File: src/tmh_regs.svh
// register map, field positions and timing constants of the timer pair
`ifndef TMH_REGS_SVH
`define TMH_REGS_SVH

`define TMH_ADDR_PERIOD0 16'hff18
`define TMH_ADDR_PERIOD1 16'hff1a
`define TMH_ADDR_DUTY0 16'hff19
`define TMH_ADDR_DUTY1 16'hff1b
`define TMH_ADDR_MODE0 16'hff69
`define TMH_ADDR_MODE1 16'hff6c

`define TMH_RESET_VAL 8'h00
`define TMH_ZERO8 8'h00
`define TMH_ONE8 8'h01

`define TMH_RUN_BIT 7
`define TMH_CKS_HI 6
`define TMH_CKS_LO 4
`define TMH_MODE_HI 3
`define TMH_MODE_LO 2
`define TMH_IDLE_BIT 1
`define TMH_OEN_BIT 0

`define TMH_MODE_INTERVAL 2'b00
`define TMH_MODE_CARRIER 2'b01
`define TMH_MODE_PWM 2'b10

`define TMH_PRE_W 12
`define TMH_PRE_ZERO 12'h000
`define TMH_PRE_ONE 12'h001
`define TMH_LSO_W 9
`define TMH_LSO_ZERO 9'h000
`define TMH_LSO_ONE 9'h001

`define TMH_CKS_DIV1 3'h0
`define TMH_CKS_C1 3'h1
`define TMH_CKS_C2 3'h2
`define TMH_CKS_C3 3'h3
`define TMH_CKS_C4 3'h4
`define TMH_CKS_C5 3'h5
`define TMH_CKS_C6 3'h6
`define TMH_CKS_C7 3'h7

`endif

File: src/tmh_pkg.sv
// types shared by the timer pair
package tmh_pkg;

typedef enum logic {
    TMH_SEL_PERIOD,
    TMH_SEL_DUTY
} tmh_cmp_sel_t;

endpackage : tmh_pkg

File: src/tmh_top.sv
// two 8-bit compare timers with register access and count clock selection
// Summary of operation
// - period match raises interrupt, toggles output
// - period always used; duty only pwm/carrier
// - pwm duty match toggles output, no interrupt
// - carrier duty match interrupts and clears counter
// - running duty write buffered until old match
// - write colliding with match keeps active duty
// - bit 7 runs; clearing stops, zeroes counter
// - timer zero clock select table, event input
// - timer one clock select table, low-speed clock
// - bits 3-2 select interval, pwm, carrier (carrier on timer one only)
// - bit 1 idle level, bit 0 output enable
// - event counter pin need not be enabled
// - pwm compares period first, then alternates
// - stopping returns interrupt and output to default
`timescale 1ns/10ps
`include "tmh_regs.svh"

module tmh_top (
    input wire logic clk,
    input wire logic resetn,
    input wire logic [15:0] reg_addr,
    input wire logic reg_wr,
    input wire logic reg_rd,
    input wire logic [7:0] reg_wdata,
    output logic [7:0] reg_rdata,
    input wire logic lso_clk,
    input wire logic event_counter_out,
    output logic timer_output_pin0,
    output logic timer_output_pin1,
    output logic timer_interrupt_request0,
    output logic timer_interrupt_request1
);

    // ------------------------------------------------------------
    // register file
    // ------------------------------------------------------------
    logic [7:0] mode_q [2];
    logic [7:0] mode_d [2];
    logic [7:0] period_q [2];
    logic [7:0] period_d [2];
    logic [7:0] rdata_q, rdata_d;
    logic [7:0] duty_rb [2];
    logic [1:0] duty_wr;
    logic [1:0] irq;
    logic [1:0] tout;
    logic [1:0] tick;

    always_comb begin
        mode_d = mode_q;
        period_d = period_q;
        duty_wr = 2'b00;
        if (reg_wr) begin
            unique case (reg_addr)
                `TMH_ADDR_MODE0: mode_d[0] = reg_wdata;
                `TMH_ADDR_MODE1: mode_d[1] = reg_wdata;
                `TMH_ADDR_PERIOD0: period_d[0] = reg_wdata;
                `TMH_ADDR_PERIOD1: period_d[1] = reg_wdata;
                `TMH_ADDR_DUTY0: duty_wr[0] = 1'b1;
                `TMH_ADDR_DUTY1: duty_wr[1] = 1'b1;
                default: ;
            endcase
        end
    end

    always_comb begin
        rdata_d = rdata_q;
        if (reg_rd) begin
            unique case (reg_addr)
                `TMH_ADDR_MODE0: rdata_d = mode_q[0];
                `TMH_ADDR_MODE1: rdata_d = mode_q[1];
                `TMH_ADDR_PERIOD0: rdata_d = period_q[0];
                `TMH_ADDR_PERIOD1: rdata_d = period_q[1];
                `TMH_ADDR_DUTY0: rdata_d = duty_rb[0];
                `TMH_ADDR_DUTY1: rdata_d = duty_rb[1];
                default: rdata_d = `TMH_ZERO8;
            endcase
        end
    end

    always_ff @(posedge clk) begin
        if (!resetn) begin
            mode_q[0] <= `TMH_RESET_VAL;
            mode_q[1] <= `TMH_RESET_VAL;
            period_q[0] <= `TMH_RESET_VAL;
            period_q[1] <= `TMH_RESET_VAL;
            rdata_q <= `TMH_ZERO8;
        end else begin
            mode_q <= mode_d;
            period_q <= period_d;
            rdata_q <= rdata_d;
        end
    end

    assign reg_rdata = rdata_q;

    // ------------------------------------------------------------
    // prescaler and clock source edges
    // ------------------------------------------------------------
    logic [`TMH_PRE_W-1:0] pre_q, pre_d;
    logic [`TMH_LSO_W-1:0] lso_div_q, lso_div_d;
    logic lso_prev_q, lso_prev_d;
    logic ev_prev_q, ev_prev_d;
    logic lso_rise, ev_rise;

    assign lso_rise = lso_clk && !lso_prev_q;
    // event counter output used directly, its pin need not drive
    assign ev_rise = event_counter_out && !ev_prev_q;

    always_comb begin
        pre_d = pre_q + `TMH_PRE_ONE;
        lso_div_d = lso_rise ? lso_div_q + `TMH_LSO_ONE : lso_div_q;
        lso_prev_d = lso_clk;
        ev_prev_d = event_counter_out;
    end

    always_ff @(posedge clk) begin
        if (!resetn) begin
            pre_q <= `TMH_PRE_ZERO;
            lso_div_q <= `TMH_LSO_ZERO;
            lso_prev_q <= 1'b0;
            ev_prev_q <= 1'b0;
        end else begin
            pre_q <= pre_d;
            lso_div_q <= lso_div_d;
            lso_prev_q <= lso_prev_d;
            ev_prev_q <= ev_prev_d;
        end
    end

    // one-cycle enables for each divide ratio
    logic div2, div4, div16, div64, div1k, div4k, lso128, lso512;
    assign div2 = &pre_q[0:0];
    assign div4 = &pre_q[1:0];
    assign div16 = &pre_q[3:0];
    assign div64 = &pre_q[5:0];
    assign div1k = &pre_q[9:0];
    assign div4k = &pre_q[11:0];
    assign lso128 = lso_rise && (&lso_div_q[6:0]);
    assign lso512 = lso_rise && (&lso_div_q[8:0]);

    // ------------------------------------------------------------
    // count clock selection
    // ------------------------------------------------------------
    logic [2:0] cks0, cks1;
    assign cks0 = mode_q[0][`TMH_CKS_HI:`TMH_CKS_LO];
    assign cks1 = mode_q[1][`TMH_CKS_HI:`TMH_CKS_LO];

    always_comb begin
        unique case (cks0)
            `TMH_CKS_DIV1: tick[0] = 1'b1;
            `TMH_CKS_C1: tick[0] = div2;
            `TMH_CKS_C2: tick[0] = div4;
            `TMH_CKS_C3: tick[0] = div64;
            `TMH_CKS_C4: tick[0] = div1k;
            `TMH_CKS_C5: tick[0] = ev_rise;
            default: tick[0] = 1'b0;
        endcase
    end

    always_comb begin
        unique case (cks1)
            `TMH_CKS_DIV1: tick[1] = 1'b1;
            `TMH_CKS_C1: tick[1] = div4;
            `TMH_CKS_C2: tick[1] = div16;
            `TMH_CKS_C3: tick[1] = div64;
            `TMH_CKS_C4: tick[1] = div4k;
            `TMH_CKS_C5: tick[1] = lso128;
            `TMH_CKS_C6: tick[1] = lso512;
            `TMH_CKS_C7: tick[1] = lso_rise;
        endcase
    end

    // ------------------------------------------------------------
    // timer channels
    // ------------------------------------------------------------
    for (genvar i = 0; i < 2; i++) begin : g_ch
        tmh_channel #(
            .HAS_CARRIER(i == 1)
        ) u_ch (
            .clk(clk),
            .resetn(resetn),
            .count_tick(tick[i]),
            .run_en(mode_q[i][`TMH_RUN_BIT]),
            .op_mode(mode_q[i][`TMH_MODE_HI:`TMH_MODE_LO]),
            .idle_level(mode_q[i][`TMH_IDLE_BIT]),
            .out_en(mode_q[i][`TMH_OEN_BIT]),
            .period_compare(period_q[i]),
            .duty_wr(duty_wr[i]),
            .duty_wdata(reg_wdata),
            .duty_readback(duty_rb[i]),
            .irq(irq[i]),
            .timer_out(tout[i])
        );
    end

    assign timer_output_pin0 = tout[0];
    assign timer_output_pin1 = tout[1];
    assign timer_interrupt_request0 = irq[0];
    assign timer_interrupt_request1 = irq[1];

endmodule : tmh_top

File: src/tmh_channel.sv
// one 8-bit compare timer channel: counter, compare, duty buffer, output
`timescale 1ns/10ps
`include "tmh_regs.svh"

module tmh_channel #(
    parameter bit HAS_CARRIER = 1'b0
) (
    input wire logic clk,
    input wire logic resetn,
    input wire logic count_tick,
    input wire logic run_en,
    input wire logic [1:0] op_mode,
    input wire logic idle_level,
    input wire logic out_en,
    input wire logic [7:0] period_compare,
    input wire logic duty_wr,
    input wire logic [7:0] duty_wdata,
    output logic [7:0] duty_readback,
    output logic irq,
    output logic timer_out
);

    logic [7:0] cnt_q, cnt_d;
    logic [7:0] duty_act_q, duty_act_d;
    logic [7:0] duty_buf_q, duty_buf_d;
    logic pend_q, pend_d;
    logic tff_q, tff_d;
    logic irq_q, irq_d;
    tmh_pkg::tmh_cmp_sel_t sel_q, sel_d;
    logic is_pwm, is_car, per_hit, duty_hit;

    assign is_pwm = (op_mode == `TMH_MODE_PWM);
    assign is_car = HAS_CARRIER && (op_mode == `TMH_MODE_CARRIER);
    // duty register only compared in pwm/carrier while selected
    assign per_hit = (cnt_q == period_compare) && ((!is_pwm && !is_car) ||
                     sel_q == tmh_pkg::TMH_SEL_PERIOD);
    assign duty_hit = (is_pwm || is_car) && sel_q == tmh_pkg::TMH_SEL_DUTY &&
                      (cnt_q == duty_act_q);

    // ------------------------------------------------------------
    // next state
    // ------------------------------------------------------------
    always_comb begin
        cnt_d = cnt_q;
        duty_act_d = duty_act_q;
        duty_buf_d = duty_buf_q;
        pend_d = pend_q;
        tff_d = tff_q;
        irq_d = 1'b0;
        sel_d = sel_q;
        if (!run_en) begin
            cnt_d = `TMH_ZERO8;
            tff_d = idle_level;
            sel_d = tmh_pkg::TMH_SEL_PERIOD;
            if (duty_wr) begin
                duty_act_d = duty_wdata;
                duty_buf_d = duty_wdata;
                pend_d = 1'b0;
            end
        end else begin
            if (duty_wr) begin
                duty_buf_d = duty_wdata;
                pend_d = 1'b1;
            end
            if (count_tick) begin
                cnt_d = cnt_q + `TMH_ONE8;
                if (per_hit) begin
                    cnt_d = `TMH_ZERO8;
                    irq_d = 1'b1;
                    tff_d = ~tff_q;
                    sel_d = tmh_pkg::TMH_SEL_DUTY;
                end else if (duty_hit) begin
                    tff_d = ~tff_q;
                    sel_d = tmh_pkg::TMH_SEL_PERIOD;
                    if (is_car) begin
                        cnt_d = `TMH_ZERO8;
                        irq_d = 1'b1;
                    end
                    if (pend_q && !duty_wr) begin
                        duty_act_d = duty_buf_q;
                        pend_d = 1'b0;
                    end
                end
            end
        end
    end

    // ------------------------------------------------------------
    // registers
    // ------------------------------------------------------------
    always_ff @(posedge clk) begin
        if (!resetn) begin
            cnt_q <= `TMH_ZERO8;
            duty_act_q <= `TMH_RESET_VAL;
            duty_buf_q <= `TMH_RESET_VAL;
            pend_q <= 1'b0;
            tff_q <= 1'b0;
            irq_q <= 1'b0;
            sel_q <= tmh_pkg::TMH_SEL_PERIOD;
        end else begin
            cnt_q <= cnt_d;
            duty_act_q <= duty_act_d;
            duty_buf_q <= duty_buf_d;
            pend_q <= pend_d;
            tff_q <= tff_d;
            irq_q <= irq_d;
            sel_q <= sel_d;
        end
    end

    assign duty_readback = duty_buf_q;
    assign irq = irq_q;
    // idle level whenever output disabled
    assign timer_out = out_en ? tff_q : idle_level;

endmodule : tmh_channel

File: config.mk
export PLATFORM = sky130hd
export DESIGN_NAME = tmh_top
export DESIGN_NICKNAME = d
export VERILOG_FILES = /design/src/tmh_pkg.sv /design/src/tmh_top.sv /design/src/tmh_channel.sv
export VERILOG_INCLUDE_DIRS = /design/src
export SDC_FILE = /design/constraint.sdc
export NUM_CORES = 1
export LEC_CHECK = 0
export BUFFER_PORTS_ARGS = -buffer_cell sky130_fd_sc_hd__buf_2
export CELL_PAD_IN_SITES_DETAIL_PLACEMENT = 1
export CELL_PAD_IN_SITES_GLOBAL_PLACEMENT = 2
export CORE_MARGIN = 2
export CORE_UTILIZATION = 34
export DETAILED_ROUTE_END_ITERATION = 8
export GPL_TIMING_DRIVEN = 0
export PLACE_DENSITY_LB_ADDON = 0.1
export SLEW_MARGIN = 25
export SYNTH_ARGS = -nofsm -noshare
export SYNTH_HDL_FRONTEND = slang
export SYNTH_SLANG_ARGS = --single-unit
File: constraint.sdc
create_clock -name clk -period 2 [get_ports clk]
set_input_delay 0.1 -clock clk [delete_from_list [all_inputs] [get_ports clk]]
set_output_delay 0.1 -clock clk [all_outputs]
set_load 0.005 [all_outputs]
==> results by stage <==
Die:
- For this configuration, the core starts out at a cell density of 0.3499.
- After floorplanning, the core was sized to cover 0.01670 sq mm.
- The die is 135.1 microns wide.
- The area of the die is 0.01825 sq mm.
- The height of the chip is 135.1 microns.
- The floorplan has 47 rows.
- During I/O placement, the number of pins put on the boundary was 42.

Placed design:
- The HPWL reported at the end of detailed placement is 13.64 mm.
- Routability-driven placement finished with a final weighted congestion of 0.8284.
- In this run the tool buffered the top-level ports with 33 buffer cells.

Clock network:
- The clock drives 119 sinks.
- The insertion delay of the later-clocked pin in the worst-skew pair is 0.43 ns.
- The H-tree depth is 4.
- The TritonCTS clock tree is built.
- The clock-pin slew reported for the worst setup and hold paths after clock tree synthesis is 0.05 ns.
- The buffer type at the clock tree root is sky130_fd_sc_hd__clkbuf_16.
- The total clock buffers created by CTS is 17.
- The maximum number of buffers from clock root to sink is 2.

Worst setup path:
- On the critical path, the stage with the largest delay is an instance of sky130_fd_sc_hd__dfxtp_4.
- STA classifies the critical path endpoint as a flop.
- The critical path goes through and4_4 -> and4_1 -> ha_2 -> a21oi_2 -> and3b_2 -> a211o_1 -> buf_6 -> clkbuf_16 -> nand4_1 -> xor2_1 -> nor2_1.
- The critical path startpoint category is a flop.
- The maximum cell stage delay along the critical path is 0.35 ns.
- STA puts the critical path data required time at 2.31 ns.
- The arrival time at the worst endpoint is 2.53 ns.
- The critical path is of the flop to flop type.
- In this run the worst path has a maximum fanout of 4.

Global routing:
- The initial antenna violation count is 0.
- Entering global routing, the biggest net connects 17 pins.
- The number of global-route vias before repair is 5235.
- The first global-routing pass estimated 29.93 mm of wire.
- The overall global routing resource usage is 0.2189.
- The remaining global-route overflow is 0.

Synth:
- Counting flops with an async set or reset pin after synthesis yields a share of 0.
- The number of register bits inferred by synthesis is 119.
- The mapped netlist covers 0.005843 sq mm.
- Synthesis produced a netlist whose cell count is 638.
- The count of cell types in the netlist is 62.
- The sequential area share after synthesis is 0.4077.
- The most used flip-flop cell after synthesis is sky130_fd_sc_hd__dfxtp_1.
- The synthesized netlist net count is 674.
- Yosys mapped a number of flops with a built-in enable equal to 0.
- The number of warnings reported in the yosys synthesis log is 0.
- After synthesis, the mean cell area works out to 9.158 sq um.

STA:
- The final critical-path setup slack is -0.2199 ns.
- The number of endpoints failing setup at the final stage is 28.
- At the pin with the least slew margin, the transition time is 0.6766 ns.
- The normalized max-slew margin is 0.5489.
- The peak clock frequency supported by timing is 0.4505 GHz.
- Setup repair after global routing could not meet its margin everywhere.
- The number of hold violations in the final report was 0.
- The tightest hold path in the finished design has a slack of 0.1018 ns.
- The time the worst path needs with I/O delays and setup is 2.220 ns.
- On the final layout, the worst clock skew is 0.009522 ns.
- The post-route fraction of the period consumed by the critical path is 1.110.
- The max-slew violation count was 0.

Route:
- The first TritonRoute pass finished after 5 iterations.
- In the routed design, unresolved DRC markers number 0.
- Using the TritonRoute via totals, the vias-per-cell ratio works out to 5.293.
- The average wire per cell in the routed design is 20.60 microns.
- For this block, the routed nets add up to 19.51 mm of wire.
- Once detail routing completed, the nets flagged for antenna violations numbered 0.
- In this run, the number of DRC markers left after iteration 0 of detailed routing was 189.
- The routed layout has 5012 vias.

Run status:
- The run finished, with violations left.
- The final reports fail on setup timing.

Pwr:
- VDD sags by at most 0.6238 mV.
- For this design the static power due to leakage is 0.002635 uW.
- The power density of the placed cells is 731.2 mW/mm^2.
- Total power for the finished layout comes to 5463 uW.

Finish:
- In the layout the commonest cells are 102 x sky130_fd_sc_hd__dfxtp_1, 93 x sky130_fd_sc_hd__nand2_1, 36 x sky130_fd_sc_hd__buf_2.
- The layout overhead on the synthesized area is 27.86%.
- After filler insertion, the fill cell instance count of the layout stands at 1937.
- The number of antenna diodes in the final layout is 0.
- Of the cells placed in the final design, the portion with a size suffix greater than 1 is 0.2641.
- The number of nets in the final layout is 751.
- The most common library cell in the layout ignoring fill and taps is sky130_fd_sc_hd__dfxtp_1.

Run:
- Across the run, the number of max-cap violations was 0.

Hold path:
- The class of the worst hold path is primary input to flop.
## cells by family (layout without fill, tap and decap cells)
kind of cell,Yosys count,after routing,synth area share
AO/OA/AOI/OAI,109,109,0.1424
XOR/XNOR,65,65,0.09743
adder cells (fa/ha/maj),6,6,0.01285
buffers and inverters,44,133,0.03148
flip-flops,119,119,0.4077
multiplexers,36,36,0.06210
AND/OR/NAND/NOR,259,259,0.2460
## synth_stat cells (all sizes together) (2+ instances only)
cell / n / area (sq um)
dfxtp: 119 / 2382
nand2: 95 / 356.6
xnor2: 37 / 324.1
nor2: 35 / 185.2
mux2i: 34 / 340.3
a21boi: 32 / 240.2
clkbuf: 28 / 105.1
xor2: 28 / 245.2
nand3: 24 / 130.1
nor2b: 23 / 143.9
and2: 22 / 137.6
nand4: 19 / 131.4
o21ai: 16 / 83.83
a21oi: 10 / 50.05
a221oi: 8 / 70.07
a222oi: 8 / 80.08
a31oi: 8 / 50.05
buf: 8 / 48.80
inv: 8 / 30.03
o2bb2ai: 8 / 70.07
o32ai: 8 / 70.07
ha: 6 / 75.07
nor3: 6 / 30.03
nor4: 6 / 71.32
and3: 5 / 31.28
nand2b: 5 / 31.28
and4: 3 / 27.53
nand3b: 3 / 22.52
or4: 3 / 33.78
a211oi: 2 / 25.02
a22oi: 2 / 20.02
and3b: 2 / 17.52
mux2: 2 / 22.52
nor3b: 2 / 31.28
o211ai: 2 / 28.78
or2: 2 / 15.02
## metal layers
| layer | vias to the layer above | track usage | wire, microns | part of all wire |
|---|---|---|---|---|
| li1 | 2405 | - | - | - |
| met1 | 2489 | 0.2833 | 8868 | 0.45 |
| met2 | 93 | 0.3607 | 9434 | 0.48 |
| met3 | 25 | 0.04354 | 726 | 0.037 |
| met4 | 0 | 0.08391 | 475 | 0.024 |
| met5 | - | 0 | 0 | 0 |
## critical path: cells and delay by family, from the launching register on
kind	cells	cell delay [ns]
buffers and inverters	2	0.30
AO/OA/AOI/OAI	2	0.40
adder cells (fa/ha/maj)	1	0.18
XOR/XNOR	1	0.14
flip-flops	1	0.35
AND/OR/NAND/NOR	5	0.75
## flip-flops by register name, indices dropped and copies added, names as in the netlist, 8 cells and up
name / flops
g_ch.u_ch.cnt_q: 16
g_ch.u_ch.duty_act_q: 16
g_ch.u_ch.duty_readback: 16
lso_div_q: 9
mode_q: 10
period_q: 16
pre_q: 12
reg_rdata: 8
## final timing paths
check,from,endpoint,slack (ns),cells past startpoint
hold / removal,reg_rd,reg_rdata[7]$_SDFFE_PN0P_,0.10,3
setup reg to reg,lso_div_q[3]$_SDFFE_PN0N_,g_ch[1].u_ch.cnt_q[7]$_SDFFE_PN0P_,-0.22,11
setup / recovery,lso_div_q[3]$_SDFFE_PN0N_,g_ch[1].u_ch.cnt_q[7]$_SDFFE_PN0P_,-0.22,11
hold reg to reg,pre_q[0]$_SDFF_PN0_,pre_q[0]$_SDFF_PN0_,0.47,1
## stage by stage
stage / setup slack (ns) / utilization / cell area, sq um / cells / TNS (ns)
after floorplan: -0.08912 / - / 5859 / 638 / -0.7130
after global placement: -0.4052 / 0.3772 / 6300 / 891 / -10.54
after detailed placement: -0.4751 / 0.3772 / 6300 / 891 / -12.92
after CTS: -0.2054 / 0.4332 / 7234 / 937 / -3.473
after global routing: -0.3261 / 0.4473 / 7471 / 947 / -6.035
final: -0.2199 / 0.4473 / 7471 / 947 / -3.607
## area by class of cell
class                   count  area [sq um]  share of cell area
repair buffers             61         429.2             0.05744
clock inverters            10         81.33             0.01089
well taps                 220         275.3             0.03684
multi-input cells         475          3638              0.4870
plain buffers              33         147.6             0.01976
inverters                   8         30.03            0.004019
flip-flops and latches    119          2419              0.3237
clock buffers              21         450.4             0.06029
## repair_timing
item	CTS	global route
endpoints found under the setup margin	40	31
pin swaps	23	29
endpoints found under the hold margin	2	0
cloned	0	1
resized for setup	60	40
hold buffers	2	0
buffers inserted	15	11
## power by group
| group | switching [uW] | internal (uW) |
|---|---|---|
| Combinational | 137 | 84.6 |
| Sequential | 17.7 | 2380 |
| Clock | 1120 | 1710 |
| Total | 1280 | 4180 |
Note: power is estimated with default switching activity, not from simulation.
